$ cat src/include/hpl_pkg.sv
// Shared constants and types for the hub port lamp driver
package hpl_pkg;

  // ----------------------------------------------------------------
  // Geometry
  // ----------------------------------------------------------------
  localparam int NUM_PORTS = 7;

  // ----------------------------------------------------------------
  // Timing
  // ----------------------------------------------------------------
  localparam int CLK_HZ          = 25_000_000;
  localparam int SPEED_BLINK_HZ  = 1000;
  // Half period of the high-speed square wave, in clock cycles
  localparam int BLINK_HALF_CYCLES = CLK_HZ / (2 * SPEED_BLINK_HZ);

  // ----------------------------------------------------------------
  // Indicator modes
  // ----------------------------------------------------------------
  typedef enum logic
  {
    HPL_MODE_SPEED,
    HPL_MODE_STATUS
  } hpl_mode_e;

  localparam hpl_mode_e MODE_RESET = HPL_MODE_SPEED;

  // Configuration-select codes that call for port-status lamps
  localparam logic [2:0] CFG_STATUS_CODE_A = 3'h2;
  localparam logic [2:0] CFG_STATUS_CODE_B = 3'h5;
  localparam logic [2:0] CFG_STATUS_CODE_C = 3'h7;

  // ----------------------------------------------------------------
  // Attached device speed, as reported by the hub core
  // ----------------------------------------------------------------
  typedef logic [1:0] hpl_speed_t;
  localparam hpl_speed_t SPEED_LOW  = 2'h0;
  localparam hpl_speed_t SPEED_FULL = 2'h1;
  localparam hpl_speed_t SPEED_HIGH = 2'h2;

  // ----------------------------------------------------------------
  // Port indicator selector, as set by the host per port
  // ----------------------------------------------------------------
  typedef logic [1:0] hpl_ind_t;
  localparam hpl_ind_t IND_AUTO  = 2'h0;
  localparam hpl_ind_t IND_AMBER = 2'h1;
  localparam hpl_ind_t IND_GREEN = 2'h2;
  localparam hpl_ind_t IND_OFF   = 2'h3;

  // ----------------------------------------------------------------
  // Pin reset levels
  // ----------------------------------------------------------------
  localparam logic LAMP_N_RESET  = 1'b1;
  localparam logic LAMP_OE_RESET = 1'b0;

endpackage

$ cat src/include/hpl_lamp_if.sv
// Per-port link between the lamp decision logic and the pin stage
`timescale 1ns/1ns
`default_nettype none

interface hpl_lamp_if;
  hpl_pkg::hpl_mode_e  mode;
  logic                want_green;
  logic                want_amber;
  logic                present;
  logic                suspend;
  logic                square;
  hpl_pkg::hpl_speed_t speed;
  logic                green_n;
  logic                green_oe;
  logic                amber_n;

  modport core
  (
    output mode,
    output want_green,
    output want_amber,
    output present,
    output suspend,
    output square,
    output speed,
    input  green_n,
    input  green_oe,
    input  amber_n
  );

  modport lamp
  (
    input  mode,
    input  want_green,
    input  want_amber,
    input  present,
    input  suspend,
    input  square,
    input  speed,
    output green_n,
    output green_oe,
    output amber_n
  );
endinterface

`default_nettype wire

$ cat src/hpl_blink_gen.sv
// Free-running divider for the high-speed square wave
`timescale 1ns/1ns
`default_nettype none

module hpl_blink_gen #(
  parameter int HALF_CYCLES = hpl_pkg::BLINK_HALF_CYCLES
)(
  input  wire logic clk,
  input  wire logic sys_rst,
  output logic      square
);

  localparam int CW = (HALF_CYCLES > 1) ? $clog2(HALF_CYCLES) : 1;
  localparam logic [CW-1:0] LAST = CW'(HALF_CYCLES - 1);

  logic [CW-1:0] count;
  logic [CW-1:0] next_count;
  logic          next_square;

  // Equal half periods give the nominal fifty percent duty
  always_comb
  begin
    next_count  = count + CW'(1);
    next_square = square;
    if (count >= LAST)
    begin
      next_count  = '0;
      next_square = ~square;
    end
  end

  always_ff @(posedge clk)
  begin
    if (sys_rst)
    begin
      count  <= '0;
      square <= 1'b0;
    end
    else
    begin
      count  <= next_count;
      square <= next_square;
    end
  end

endmodule

`default_nettype wire

$ cat src/hpl_port_lamp.sv
// Pin stage for one downstream port: registered lamp levels and enable
`timescale 1ns/1ns
`default_nettype none

module hpl_port_lamp (
  input  wire logic clk,
  input  wire logic sys_rst,
  hpl_lamp_if.lamp  lnk
);

  logic next_green_n;
  logic next_green_oe;
  logic next_amber_n;

  always_comb
  begin
    next_green_n  = hpl_pkg::LAMP_N_RESET;
    next_green_oe = 1'b1;
    next_amber_n  = hpl_pkg::LAMP_N_RESET;
    if (lnk.mode == hpl_pkg::HPL_MODE_STATUS)
    begin
      next_green_n = ~lnk.want_green;
      next_amber_n = ~lnk.want_amber;
    end
    else if (lnk.suspend || !lnk.present)
    begin
      next_green_oe = 1'b0;
    end
    else
    begin
      // Amber pins stay parked high here
      case (lnk.speed)
        hpl_pkg::SPEED_LOW:  next_green_n = 1'b0;
        hpl_pkg::SPEED_FULL: next_green_n = 1'b1;
        hpl_pkg::SPEED_HIGH: next_green_n = lnk.square;
        default:             next_green_oe = 1'b0;
      endcase
    end
  end

  always_ff @(posedge clk)
  begin
    if (sys_rst)
    begin
      lnk.green_n  <= hpl_pkg::LAMP_N_RESET;
      lnk.green_oe <= hpl_pkg::LAMP_OE_RESET;
      lnk.amber_n  <= hpl_pkg::LAMP_N_RESET;
    end
    else
    begin
      lnk.green_n  <= next_green_n;
      lnk.green_oe <= next_green_oe;
      lnk.amber_n  <= next_amber_n;
    end
  end

endmodule

`default_nettype wire

$ cat src/hpl_led_top.sv
// Port indicator lamp driver for a seven-port hub
`timescale 1ns/1ns
`default_nettype none

module hpl_led_top #(
  parameter int NUM_PORTS   = hpl_pkg::NUM_PORTS,
  parameter int HALF_CYCLES = hpl_pkg::BLINK_HALF_CYCLES
)(
  input  wire logic                                clk,
  input  wire logic                                sys_rst,
  input  wire logic                                config_source_select_2,
  input  wire logic                                config_source_select_1,
  input  wire logic                                config_source_select_0,
  input  wire logic                                reg_status_mode_req,
  input  wire logic                                hub_suspend,
  input  wire logic [NUM_PORTS-1:0]                port_power,
  input  wire logic [NUM_PORTS-1:0]                port_connected,
  input  wire logic [NUM_PORTS-1:0]                port_enabled,
  input  wire logic [NUM_PORTS-1:0]                port_error,
  input  wire hpl_pkg::hpl_speed_t [NUM_PORTS-1:0] port_speed,
  input  wire hpl_pkg::hpl_ind_t   [NUM_PORTS-1:0] port_ind_sel,
  output logic [NUM_PORTS-1:0]                     green_port_lamp_n,
  output logic [NUM_PORTS-1:0]                     green_port_lamp_oe,
  output logic [NUM_PORTS-1:0]                     amber_port_lamp_n,
  output logic                                     status_mode_active
);

  // ----------------------------------------------------------------
  // Mode selection
  // ----------------------------------------------------------------
  logic [2:0]         cfg_code;
  logic               code_wants_status;
  hpl_pkg::hpl_mode_e mode;
  hpl_pkg::hpl_mode_e next_mode;
  logic               mode_taken;
  logic               next_mode_taken;

  assign cfg_code = {config_source_select_2, config_source_select_1,
                     config_source_select_0};

  always_comb
  begin
    code_wants_status = 1'b0;
    if (cfg_code == hpl_pkg::CFG_STATUS_CODE_A)
    begin
      code_wants_status = 1'b1;
    end
    else if (cfg_code == hpl_pkg::CFG_STATUS_CODE_B)
    begin
      code_wants_status = 1'b1;
    end
    else if (cfg_code == hpl_pkg::CFG_STATUS_CODE_C)
    begin
      code_wants_status = 1'b1;
    end
  end

  // Sampled once, on the first edge after release, so a late register
  // load cannot flip the lamps mid-session
  always_comb
  begin
    next_mode       = mode;
    next_mode_taken = 1'b1;
    if (!mode_taken)
    begin
      if (code_wants_status || reg_status_mode_req)
      begin
        next_mode = hpl_pkg::HPL_MODE_STATUS;
      end
      else
      begin
        next_mode = hpl_pkg::HPL_MODE_SPEED;
      end
    end
  end

  always_ff @(posedge clk)
  begin
    if (sys_rst)
    begin
      mode       <= hpl_pkg::MODE_RESET;
      mode_taken <= 1'b0;
    end
    else
    begin
      mode       <= next_mode;
      mode_taken <= next_mode_taken;
    end
  end

  assign status_mode_active = (mode == hpl_pkg::HPL_MODE_STATUS);

  // ----------------------------------------------------------------
  // Square wave source
  // ----------------------------------------------------------------
  logic square;

  hpl_blink_gen #(
    .HALF_CYCLES (HALF_CYCLES)
  ) u_blink (
    .clk     (clk),
    .sys_rst (sys_rst),
    .square  (square)
  );

  // ----------------------------------------------------------------
  // Per-port decision and pin stage
  // ----------------------------------------------------------------
  genvar p;
  generate
    for (p = 0; p < NUM_PORTS; p++)
    begin : g_port
      hpl_lamp_if lnk ();
      logic       auto_green;
      logic       auto_amber;
      logic       sel_green;
      logic       sel_amber;

      // Automatic indicator: fault wins over enabled; dark when unpowered
      // or when nothing is attached and there is no fault. Speed never enters this path.
      always_comb
      begin
        auto_green = 1'b0;
        auto_amber = 1'b0;
        if (!port_power[p])
        begin
          auto_amber = 1'b0;
        end
        else if (port_error[p])
        begin
          auto_amber = 1'b1;
        end
        else if (port_connected[p] && port_enabled[p])
        begin
          auto_green = 1'b1;
        end
      end

      // Host-selected indicator overrides the automatic one
      always_comb
      begin
        sel_green = 1'b0;
        sel_amber = 1'b0;
        case (port_ind_sel[p])
          hpl_pkg::IND_AUTO:
          begin
            sel_green = auto_green;
            sel_amber = auto_amber;
          end
          hpl_pkg::IND_AMBER: sel_amber = 1'b1;
          hpl_pkg::IND_GREEN: sel_green = 1'b1;
          default:            sel_green = 1'b0;
        endcase
      end

      assign lnk.mode       = mode;
      assign lnk.want_green = sel_green;
      assign lnk.want_amber = sel_amber;
      assign lnk.present    = port_connected[p];
      assign lnk.suspend    = hub_suspend;
      assign lnk.square     = square;
      assign lnk.speed      = port_speed[p];

      hpl_port_lamp u_lamp (
        .clk     (clk),
        .sys_rst (sys_rst),
        .lnk     (lnk.lamp)
      );

      assign green_port_lamp_n[p]  = lnk.green_n;
      assign green_port_lamp_oe[p] = lnk.green_oe;
      assign amber_port_lamp_n[p]  = lnk.amber_n;
    end
  endgenerate

endmodule

`default_nettype wire

$ cat config.mk
export PLATFORM = sky130hd
export DESIGN_NAME = hpl_led_top
export DESIGN_NICKNAME = d
export VERILOG_FILES = /design/src/include/hpl_pkg.sv /design/src/include/hpl_lamp_if.sv /design/src/hpl_blink_gen.sv /design/src/hpl_port_lamp.sv /design/src/hpl_led_top.sv
export SDC_FILE = /design/constraint.sdc
export NUM_CORES = 1
export LEC_CHECK = 0
export BUFFER_PORTS_ARGS = -buffer_cell sky130_fd_sc_hd__buf_2
export CAP_MARGIN = 20
export CORE_MARGIN = 1
export CORE_UTILIZATION = 36
export DETAILED_ROUTE_END_ITERATION = 16
export SETUP_SLACK_MARGIN = 0.05
export SLEW_MARGIN = 20
export SYNTH_ARGS = -nofsm -noshare
export SYNTH_HDL_FRONTEND = slang
export SYNTH_SLANG_ARGS = --single-unit
$ cat constraint.sdc
create_clock -name clk -period 1.9 [get_ports clk]
set_clock_uncertainty 0.15 [all_clocks]
set_input_delay 0.19 -clock clk [delete_from_list [all_inputs] [get_ports clk]]
set_output_delay 0.19 -clock clk [all_outputs]
set_load 0.01 [all_outputs]
==> results of run 1 <==
-- cells in the final DEF, fill, tap and decap left out, types with 8 or more instances in the layout --
master,count
buf_2,84
dfxtp_1,38
nor2_1,25
inv_1,13
nand2_1,11
a21oi_1,9
nor3b_1,8
nand3_1,8
-- per-stage QoR --
stage	hold WS (ns)	total power, mW	instance area [sq um]
2_1_floorplan	0.1437	0.9718	1772
3_3_place_gp	0.2462	1.067	2128
3_5_place_dp	0.2472	1.069	2128
4_1_cts	0.01624	1.606	2278
5_1_grt	0.03978	1.665	2285
6_report	0.03068	1.583	2285
-- layer usage --
metal  up-vias  share of wire  global-route usage
li1        857              -                   -
met1       732           0.46              0.2007
met2        56           0.48              0.2752
met3         3          0.054             0.04444
met4         0         0.0074             0.06754
met5         -              0                   0
-- layout make-up --
class	count	area [sq um]	share of cell area
Timing Repair Buffer	96	528.0	0.2311
Tap cell	67	83.83	0.03669
Clock buffer	6	72.57	0.03176
Clock inverter	1	7.507	0.003286
Inverter	14	52.55	0.02300
Multi-Input combinational cell	128	779.5	0.3412
Sequential cell	38	760.7	0.3330
-- synthesized netlist by cell type --
master / count / area (sq um)
nand2_1: 11 / 41.29
mux2_2: 1 / 11.26
o31ai_1: 1 / 7.510
inv_1: 13 / 48.80
a31oi_1: 6 / 37.54
and3_1: 3 / 18.77
clkbuf_1: 3 / 11.26
and3_2: 1 / 7.510
a21oi_1: 9 / 45.04
o21ba_2: 1 / 10.01
nand2b_1: 1 / 6.260
clkinv_1: 1 / 3.750
nor3b_1: 8 / 60.06
a41oi_1: 7 / 61.31
ha_1: 1 / 12.51
nor2b_1: 2 / 12.51
dfxtp_1: 38 / 760.7
or3_1: 7 / 43.79
or2_2: 1 / 6.260
buf_6: 1 / 11.26
a31o_2: 1 / 8.760
buf_4: 21 / 157.7
nor3_1: 2 / 10.01
xor2_1: 6 / 52.55
buf_2: 1 / 5.000
a2111oi_0: 7 / 61.31
nand4_1: 2 / 12.51
o21ai_0: 7 / 35.03
xnor2_1: 5 / 43.79
nor4_1: 4 / 25.02
and4_1: 1 / 8.760
nand3_1: 8 / 40.04
nor2_1: 25 / 93.84
-- power groups by stage --
stage / Sequential (mW) / Clock, mW / Combinational, mW
after floorplan: 0.854 / 0 / 0.117
after global placement: 0.857 / 0 / 0.209
after detailed placement: 0.858 / 0 / 0.211
after CTS: 0.839 / 0.544 / 0.223
after global routing: 0.842 / 0.571 / 0.251
final: 0.839 / 0.521 / 0.223
-- what timing repair did --
action                                  CTS  global route
resized for setup                         0             1
hold buffers                              7             0
endpoints found under the setup margin    0             8
hold endpoints to repair                  7             0
-- worst max-delay path: cells and delay by family, from the launching register on --
family	cells	cell delay (ns)
flops	1	0.34
buf+inv	1	0.17
simple gates	2	0.31
fa+ha+maj	1	0.23
compound gates	2	0.41
-- logic make-up (layout without fill, tap and decap cells) --
kind of cell             after synthesis  in the layout  synth area share
AND/OR/NAND/NOR                       76             76            0.2182
buffers and inverters                 40            117            0.1342
AO/OA/AOI/OAI                         39             39            0.1504
flip-flops                            38             38            0.4294
XOR/XNOR                              11             11           0.05438
adder cells (fa/ha/maj)                1              1          0.007061
multiplexers                           1              1          0.006355
-- state kept, by name, summed over array words and instances, names as in the netlist --
name and count:
g_port.u_lamp.lnk.green_n 7, mode_taken 1, g_port.u_lamp.lnk.green_oe 7, u_blink.square 1, g_port.u_lamp.lnk.amber_n 7, u_blink.count 14, status_mode_active 1
-- how the worst max path moves through the flow --
stage	start	endpoint	slack, ns	cells past startpoint
4_1_cts	u_blink.count[0]	u_blink.count[11]	0.16	6
3_3_place_gp	u_blink.count[0]	u_blink.count[11]	0.22	6
3_5_place_dp	u_blink.count[0]	u_blink.count[10]	0.22	6
6_report	u_blink.count[0]	u_blink.count[11]	0.22	6
5_1_grt	u_blink.count[0]	u_blink.count[11]	0.08	6
2_1_floorplan	u_blink.count[0]	u_blink.count[12]	0.31	6
==> summary.txt, run 1 <==
Status
  – Status: finished, final reports clean

Worst setup path
  – Arr. time, crit path: 1.75 ns
  – Crit Path Max Fanout: 8
  – Critical path class: register to register
  – Crit. End Element: register
  – Path depth of the worst reg2reg path: 6
  – CP max-delay cell: dfxtp_1
  – CP Data Required Time: 1.97 ns
  – Worst R2R End: u_blink.count[11]
  – Reg-to-reg slack, setup: 0.22 ns
  – FF-to-FF Start: u_blink.count[0]
  – Crit-path cells: ha_1, nor4_2, o31ai_1, a31o_2, buf_4, nor2_1
  – Critical Path Max Stage Delay: 0.34 ns
  – Startpoint Class: register

Clocking
  – Maximum clock insertion buffer count: 2
  – CTS sink cnt: 38
  – Setup bufs post-CTS: 0
  – CTS tree: yes
  – Clk root buf: clkbuf_8
  – Clock transition at path regs: 0.08 ns
  – TritonCTS Buffers: 5
  – Htree depth: 2
  – Clock latency on the worst-skew pair: 0.28 ns

Pwr
  – Sw Ratio: 0.2465
  – Logic gate share of total power: 0.141
  – Leakage: 0.9979 nW
  – Internal power: 1.193 mW
  – PD cells: 692.9 mW/mm^2
  – Clock share of power: 0.329
  – NetSw: 0.3902 mW
  – VDD IR-drop max: 0.3564 mV
  – Flop pwr share: 0.530

Routing
  – Via count: 1648
  – DR DRC count: 0
  – Final WL: 4067 microns
  – Drt wl/cell: 11.62 microns
  – Number of antenna-violating nets in the routed design: 0
  – Vias/cell: 4.709
  – Pre-antenna DRT Iters: 4
  – Initial drt markers: 58

Finish
  – Fillers: 472
  – Antenna Cells: 0
  – P&R area growth vs syn: 28.95%
  – Share of cells above drive strength 1: 0.3569
  – Final core occ: 0.4837
  – Fin cells: 350
  – Final net count: 347

Floorplan
  – Initial Util: 0.3751
  – Die area: 0.005206 sq mm
  – DIE WIDTH: 72.15 microns
  – Row cnt: 25
  – CORE AREA: 0.004723 sq mm
  – DIE HEIGHT: 72.15 microns
  – Ports: 85

Global route
  – Largest net degree at the start of global routing: 13
  – First-pass GRT wire length: 6589 microns
  – Number of global-route vias before repair: 1540
  – Tot GR Track Use: 0.1649
  – Initial antenna violation count: 0
  – Gr ovfl total: 0

Place
  – DP HPWL: 3035 microns
  – DP Cell Count: 336
  – Final GP Congestion: 0.7590
  – Count of input and output buffers: 84
  – DP Worst Slack: 0.2167 ns

STA
  – Worst Tran Pin Value: 0.4335 ns
  – RSZ-0062 raised after global routing: false
  – Fin crit share: 0.8850
  – Tmin final: 1.681 ns
  – Final WS setup: 0.2186 ns
  – Max frequency: 594.7 MHz
  – Total Neg Setup Slack: 0 ns
  – Slew Viols, Final: 0
  – Final Hold Viols: 0
  – # setup viols final: 0
  – Max_slew headroom: 0.7035

Synth
  – Seq/Total Area, Yosys: 0.4294
  – Mapped Area: 0.001772 sq mm
  – Unique cell type count in the Yosys netlist: 33
  – Mapped Cells: 206
  – Post-synthesis net count: 270
  – Mean Syn Cell Area: 8.600 sq um
  – Synthesized flop and latch total: 38
  – Yosys warnings: 0

Min path
  – Hold Path Class: input port to register
  – Hold endpoint: g_port[0].u_lamp.lnk.green_oe
  – Hold Path Stages: 3
  – HP Start: port_connected[0]

Run
  – Maxcap violations: 0
(Power assumes the default switching activity.)
==> run 2, diff against run 1 <==
Settings changed: ABC_CLOCK_PERIOD_IN_PS set to 1650.
Clock period 1.9 ns to 1.65 ns, I/O delays scaled along.
==> run 2 against run 1 <==
Against the previous run:
- fmax rose by 7.4%
- clock power increased by 27%
- final cell count grew 3.7%
- critical endpoint unchanged
==> summary.txt, run 2 (synthesized netlist as in run 1, its figures left out) <==
Status
  – Status: finished, final reports clean

Floorplan
  – DIE HEIGHT: 72.15 microns
  – Ports: 85
  – DIE WIDTH: 72.15 microns
  – Die area: 0.005206 sq mm
  – Initial Util: 0.3751
  – CORE AREA: 0.004723 sq mm
  – Row cnt: 25

Clocking
  – Clock latency on the worst-skew pair: 0.29 ns
  – CTS tree: yes
  – TritonCTS Buffers: 5
  – Clock transition at path regs: 0.08 ns
  – Maximum clock insertion buffer count: 2
  – Htree depth: 2
  – Clk root buf: clkbuf_8
  – CTS sink cnt: 38

Global route
  – Met3 Use GR: 0.04583
  – Gr ovfl total: 0
  – Largest net degree at the start of global routing: 13
  – Number of global-route vias before repair: 1575
  – First-pass GRT wire length: 6913 microns
  – Tot GR Track Use: 0.1743
  – Met2 usage: 0.3001
  – Busiest grt layer: met2
  – Met1 usage: 0.2093
  – Initial antenna violation count: 0

Routing
  – Via count: 1717
  – Final WL: 4386 microns
  – DR DRC count: 0
  – Pre-antenna DRT Iters: 4
  – Drt wl/cell: 12.08 microns
  – Initial drt markers: 63
  – Number of antenna-violating nets in the routed design: 0
  – Vias/cell: 4.730

Worst setup path
  – Levels on crit path: 6
  – Arr. time, crit path: 1.64 ns
  – Reg-to-reg slack, setup: 0.08 ns
  – Startpoint Class: register
  – Critical Path Max Stage Delay: 0.32 ns
  – Crit Path Max Fanout: 5
  – CP top delay family: compound AO/OA/AOI/OAI gates
  – CP max-delay cell: dfxtp_2
  – CP Data Required Time: 1.73 ns
  – Crit. End Element: register
  – Critical path class: register to register
  – Path depth of the worst reg2reg path: 6
  – Worst R2R End: u_blink.count[11]
  – Crit-path cells: ha_2, nor4_4, o31ai_2, a31o_2, buf_4, nor2_1
  – CP Buf/Inv Count: 1
  – FF-to-FF Start: u_blink.count[0]

Place
  – Final GP Congestion: 0.8169
  – DP Cell Count: 343
  – Count of input and output buffers: 84
  – DP HPWL: 3212 microns

STA
  – Fin crit share: 0.9486
  – # setup viols final: 0
  – RSZ-0062 raised after global routing: true
  – Tmin final: 1.565 ns
  – Worst Tran Pin Value: 0.4910 ns
  – Slew Viols, Final: 0
  – WHS: 0.01160 ns
  – Max_slew headroom: 0.6642
  – Final Hold Viols: 0
  – Max frequency: 638.9 MHz
  – Total Neg Setup Slack: 0 ns

Finish
  – Share of cells above drive strength 1: 0.4088
  – P&R area growth vs syn: 38.14%
  – Most common cell after layout, fill and taps aside: buf_2
  – Commonest cells after routing, fill and taps aside: buf_2, dfxtp_1, nor2_1
  – Max reg flops: 14
  – Antenna Cells: 0
  – Area of the multi-input gates: 825.8 sq um
  – Fin cells: 363
  – Final net count: 359
  – Fillers: 455
  – Register Area: 764.5 sq um
  – Most flops, register: u_blink.count

Run
  – Maxcap violations: 0

Min path
  – HP Start: port_ind_sel[12]
  – Hold Path Class: input port to register
  – Hold endpoint: g_port[6].u_lamp.lnk.green_n
  – Hold Path Stages: 3

Pwr
  – PD cells: 780.5 mW/mm^2
  – Leakage: 1.080 nW
  – VDD IR-drop max: 0.3535 mV
==> run 2: cell count changes in the layout (fill, tap and decap cells not counted), sizes merged <==
cell,change
clkinv,+1
dlygate4sd3,+3
buf,+9
==> run 2: stage by stage <==
step	utilization	area, sq um	power (mW)	setup WS (ns)
2_1_floorplan	-	1772	1.119	0.05652
4_1_cts	0.5044	2382	1.916	0.05250
3_3_place_gp	0.4617	2181	1.235	0.04419
3_5_place_dp	0.4617	2181	1.238	0.01005
6_report	0.5181	2447	1.910	0.08488
5_1_grt	0.5181	2447	2.012	-0.01297
==> run 2: routing by layer <==
metal	wire, microns	up-vias
met5	0	-
met4	38	0
met3	180	4
met2	2187	56
met1	1980	778
li1	-	879
==> run 2: worst max-delay path by stage <==
stage	from	to	slack (ns)
floorplan	u_blink.count[0]	u_blink.count[12]	0.06
global placement	u_blink.count[1]	u_blink.count[7]	0.04
detailed placement	u_blink.count[1]	u_blink.count[6]	0.01
CTS	u_blink.count[1]	u_blink.count[7]	0.05
global route	u_blink.count[0]	u_blink.count[8]	-0.01
finish	u_blink.count[0]	u_blink.count[11]	0.08
==> run 2: cell type report <==
| type | instances | area share |
|---|---|---|
| Clock buffer | 6 | 0.03374 |
| Clock inverter | 2 | 0.005112 |
| Inverter | 14 | 0.02147 |
| Multi-Input combinational cell | 128 | 0.3374 |
| Sequential cell | 38 | 0.3124 |
| Tap cell | 67 | 0.03425 |
| Timing Repair Buffer | 108 | 0.2556 |
==> run 2: power by group <==
group / internal, mW / switching [mW]
logic: 0.151 / 0.132
clock network: 0.336 / 0.327
registers: 0.951 / 0.0134
total: 1.44 / 0.473
==> run 2: what timing repair did <==
item	4_1_cts	5_1_grt
gates resized for setup	1	11
endpoints found under the hold margin	10	0
pin swaps	1	3
hold buffers	10	0
buffers inserted	0	2
endpoints found under the setup margin	13	14
==> run 2: worst reg2reg max path: stages (launching register included) <==
cell and delay, ns:
dfxtp_2 0.32, ha_2 0.20, nor4_4 0.22, o31ai_2 0.09, a31o_2 0.27, buf_4 0.16
nor2_1 0.10
==> run 3, diff against run 2 <==
Settings changed: CORE_UTILIZATION 36 to 46, PLACE_DENSITY set to 0.8.
==> run 3 against run 2 <==
Against the previous run:
- fmax rose by 0.15%
- utilization rose by 13 points
- combinational power fell by 4%
- routed wire length rose by 0.23%
- via count rose by 3.2%
- critical path type unchanged
- clock power fell by 10%
- hold slack got worse by 0.010 ns
- critical endpoint is now u_blink.square
- design area fell by 2.7%
- final cell count fell by 7.7%
- non-clock buffer count fell by 8
- die area fell by 21%
==> summary.txt, run 3 (synthesized netlist as in run 1, its figures left out) <==
Status
  – Status: finished, final reports clean

Routing
  – Via count: 1772
  – Drt wl/cell: 13.12 microns
  – Vias/cell: 5.290
  – Initial drt markers: 70
  – Wire length on met2: 2239 microns
  – DR WL met3: 271 microns
  – Final WL: 4396 microns
  – Pre-antenna DRT Iters: 4
  – Uppermost layer routed: met4
  – Met1 wire length: 1778 microns
  – DR DRC count: 0
  – Number of antenna-violating nets in the routed design: 0

Global route
  – Largest net degree at the start of global routing: 14
  – First-pass GRT wire length: 7031 microns
  – Gr ovfl total: 0
  – Number of global-route vias before repair: 1605
  – Tot GR Track Use: 0.2269
  – Initial antenna violation count: 0

Finish
  – Most common cell after layout, fill and taps aside: buf_2
  – Antenna Cells: 0
  – Fin cells: 335
  – Final net count: 351
  – P&R area growth vs syn: 34.46%
  – Max reg flops: 14
  – Share of cells above drive strength 1: 0.4216
  – Fillers: 314
  – Commonest cells after routing, fill and taps aside: buf_2, dfxtp_1, nor2_1
  – Cell area after layout: 0.002382 sq mm
  – Most flops, register: u_blink.count

Worst setup path
  – Crit. End Element: register
  – CP Data Required Time: 1.69 ns
  – FF-to-FF Start: u_blink.count[1]
  – Crit Path Max Fanout: 4
  – Path depth of the worst reg2reg path: 5
  – Reg-to-reg slack, setup: 0.09 ns
  – Worst R2R End: u_blink.square
  – Critical path class: register to register
  – Arr. time, crit path: 1.60 ns
  – Startpoint Class: register

Clocking
  – Clk root buf: clkbuf_8
  – Clock latency on the worst-skew pair: 0.29 ns
  – Setup bufs post-CTS: 0
  – Htree depth: 2
  – Clock transition at path regs: 0.07 ns
  – CTS sink cnt: 38
  – CTS tree: yes
  – Maximum clock insertion buffer count: 2
  – TritonCTS Buffers: 5

Place
  – DP HPWL: 3093 microns
  – Count of input and output buffers: 84
  – DP Cell Count: 321
  – Final GP Congestion: 0.8382
  – Area post-placement: 0.002135 sq mm

Pwr
  – VDD IR-drop max: 0.4372 mV
  – Leakage: 1.050 nW
  – PD cells: 771.2 mW/mm^2

Min path
  – Hold endpoint: g_port[2].u_lamp.lnk.green_n
  – Hold Path Class: input port to register
  – Hold Path Stages: 3
  – HP Start: port_ind_sel[4]

STA
  – Slew Viols, Final: 0
  – Worst Tran Pin Value: 0.4664 ns
  – # setup viols final: 0
  – Max_slew headroom: 0.6810
  – Total Neg Setup Slack: 0 ns
  – Max frequency: 639.9 MHz
  – RSZ-0062 raised after global routing: true
  – Fin crit share: 0.9472
  – Final Hold Viols: 0
  – Tmin final: 1.563 ns

Floorplan
  – Ports: 85
  – DIE HEIGHT: 64.06 microns
  – CORE AREA: 0.003689 sq mm
  – Initial Util: 0.4803
  – Die area: 0.004104 sq mm
  – DIE WIDTH: 64.06 microns
  – Row cnt: 22

Run
  – Maxcap violations: 0
==> run 3: repair_timing <==
action                                 CTS  global route
hold buffers                             7             0
gates resized for setup                  1            21
pin swaps                                3             5
setup endpoints to repair               14            15
endpoints found under the hold margin    7             0
==> run 3: power breakdown <==
group          internal, mW  leakage, nW  switching [mW]
sequential            0.952        0.312          0.0167
combinational         0.142        0.700           0.130
clock                 0.289       0.0373           0.307
==> run 3: worst max-delay path by stage <==
stage | slack (ns) | end | startpoint
finish | 0.09 | u_blink.square | u_blink.count[1]
floorplan | 0.06 | u_blink.count[12] | u_blink.count[0]
global placement | 0.05 | u_blink.count[6] | u_blink.count[1]
CTS | 0.05 | u_blink.count[6] | u_blink.count[9]
detailed placement | 0.01 | u_blink.square | u_blink.count[1]
global route | 0.01 | u_blink.count[2] | u_blink.count[1]
==> run 3: metal layers <==
layer / vias to the layer above / global-route usage
met1: 830 / 0.2678
met5: - / 0
met3: 10 / 0.06429
met4: 0 / 0.1023
li1: 859 / -
met2: 73 / 0.3790
==> run 3: metrics by stage <==
stage	power [mW]	hold slack, ns	utilization	setup slack, ns
2_1_floorplan	1.119	0.1187	-	0.05652
3_3_place_gp	1.228	0.2194	0.5787	0.05225
3_5_place_dp	1.234	0.2214	0.5787	0.01407
4_1_cts	1.843	0.0002645	0.6197	0.05467
5_1_grt	1.934	0.009034	0.6459	0.01051
6_report	1.837	0.001408	0.6459	0.08720
==> run 3: critical path, stage by stage, from the launching register on <==
cell	delay [ns]
dfxtp_2	0.35
ha_4	0.17
nor4_4	0.21
o31ai_2	0.11
nand3_1	0.13
mux2_2	0.34
==> run 3: cell type report <==
class / count / area [sq um] / area share
Clock buffer: 6 / 72.57 / 0.03046
Clock inverter: 1 / 7.507 / 0.003151
Inverter: 14 / 52.55 / 0.02206
Multi-Input combinational cell: 128 / 862.1 / 0.3619
Sequential cell: 38 / 765.7 / 0.3214
Tap cell: 48 / 60.06 / 0.02521
Timing Repair Buffer: 100 / 561.8 / 0.2358
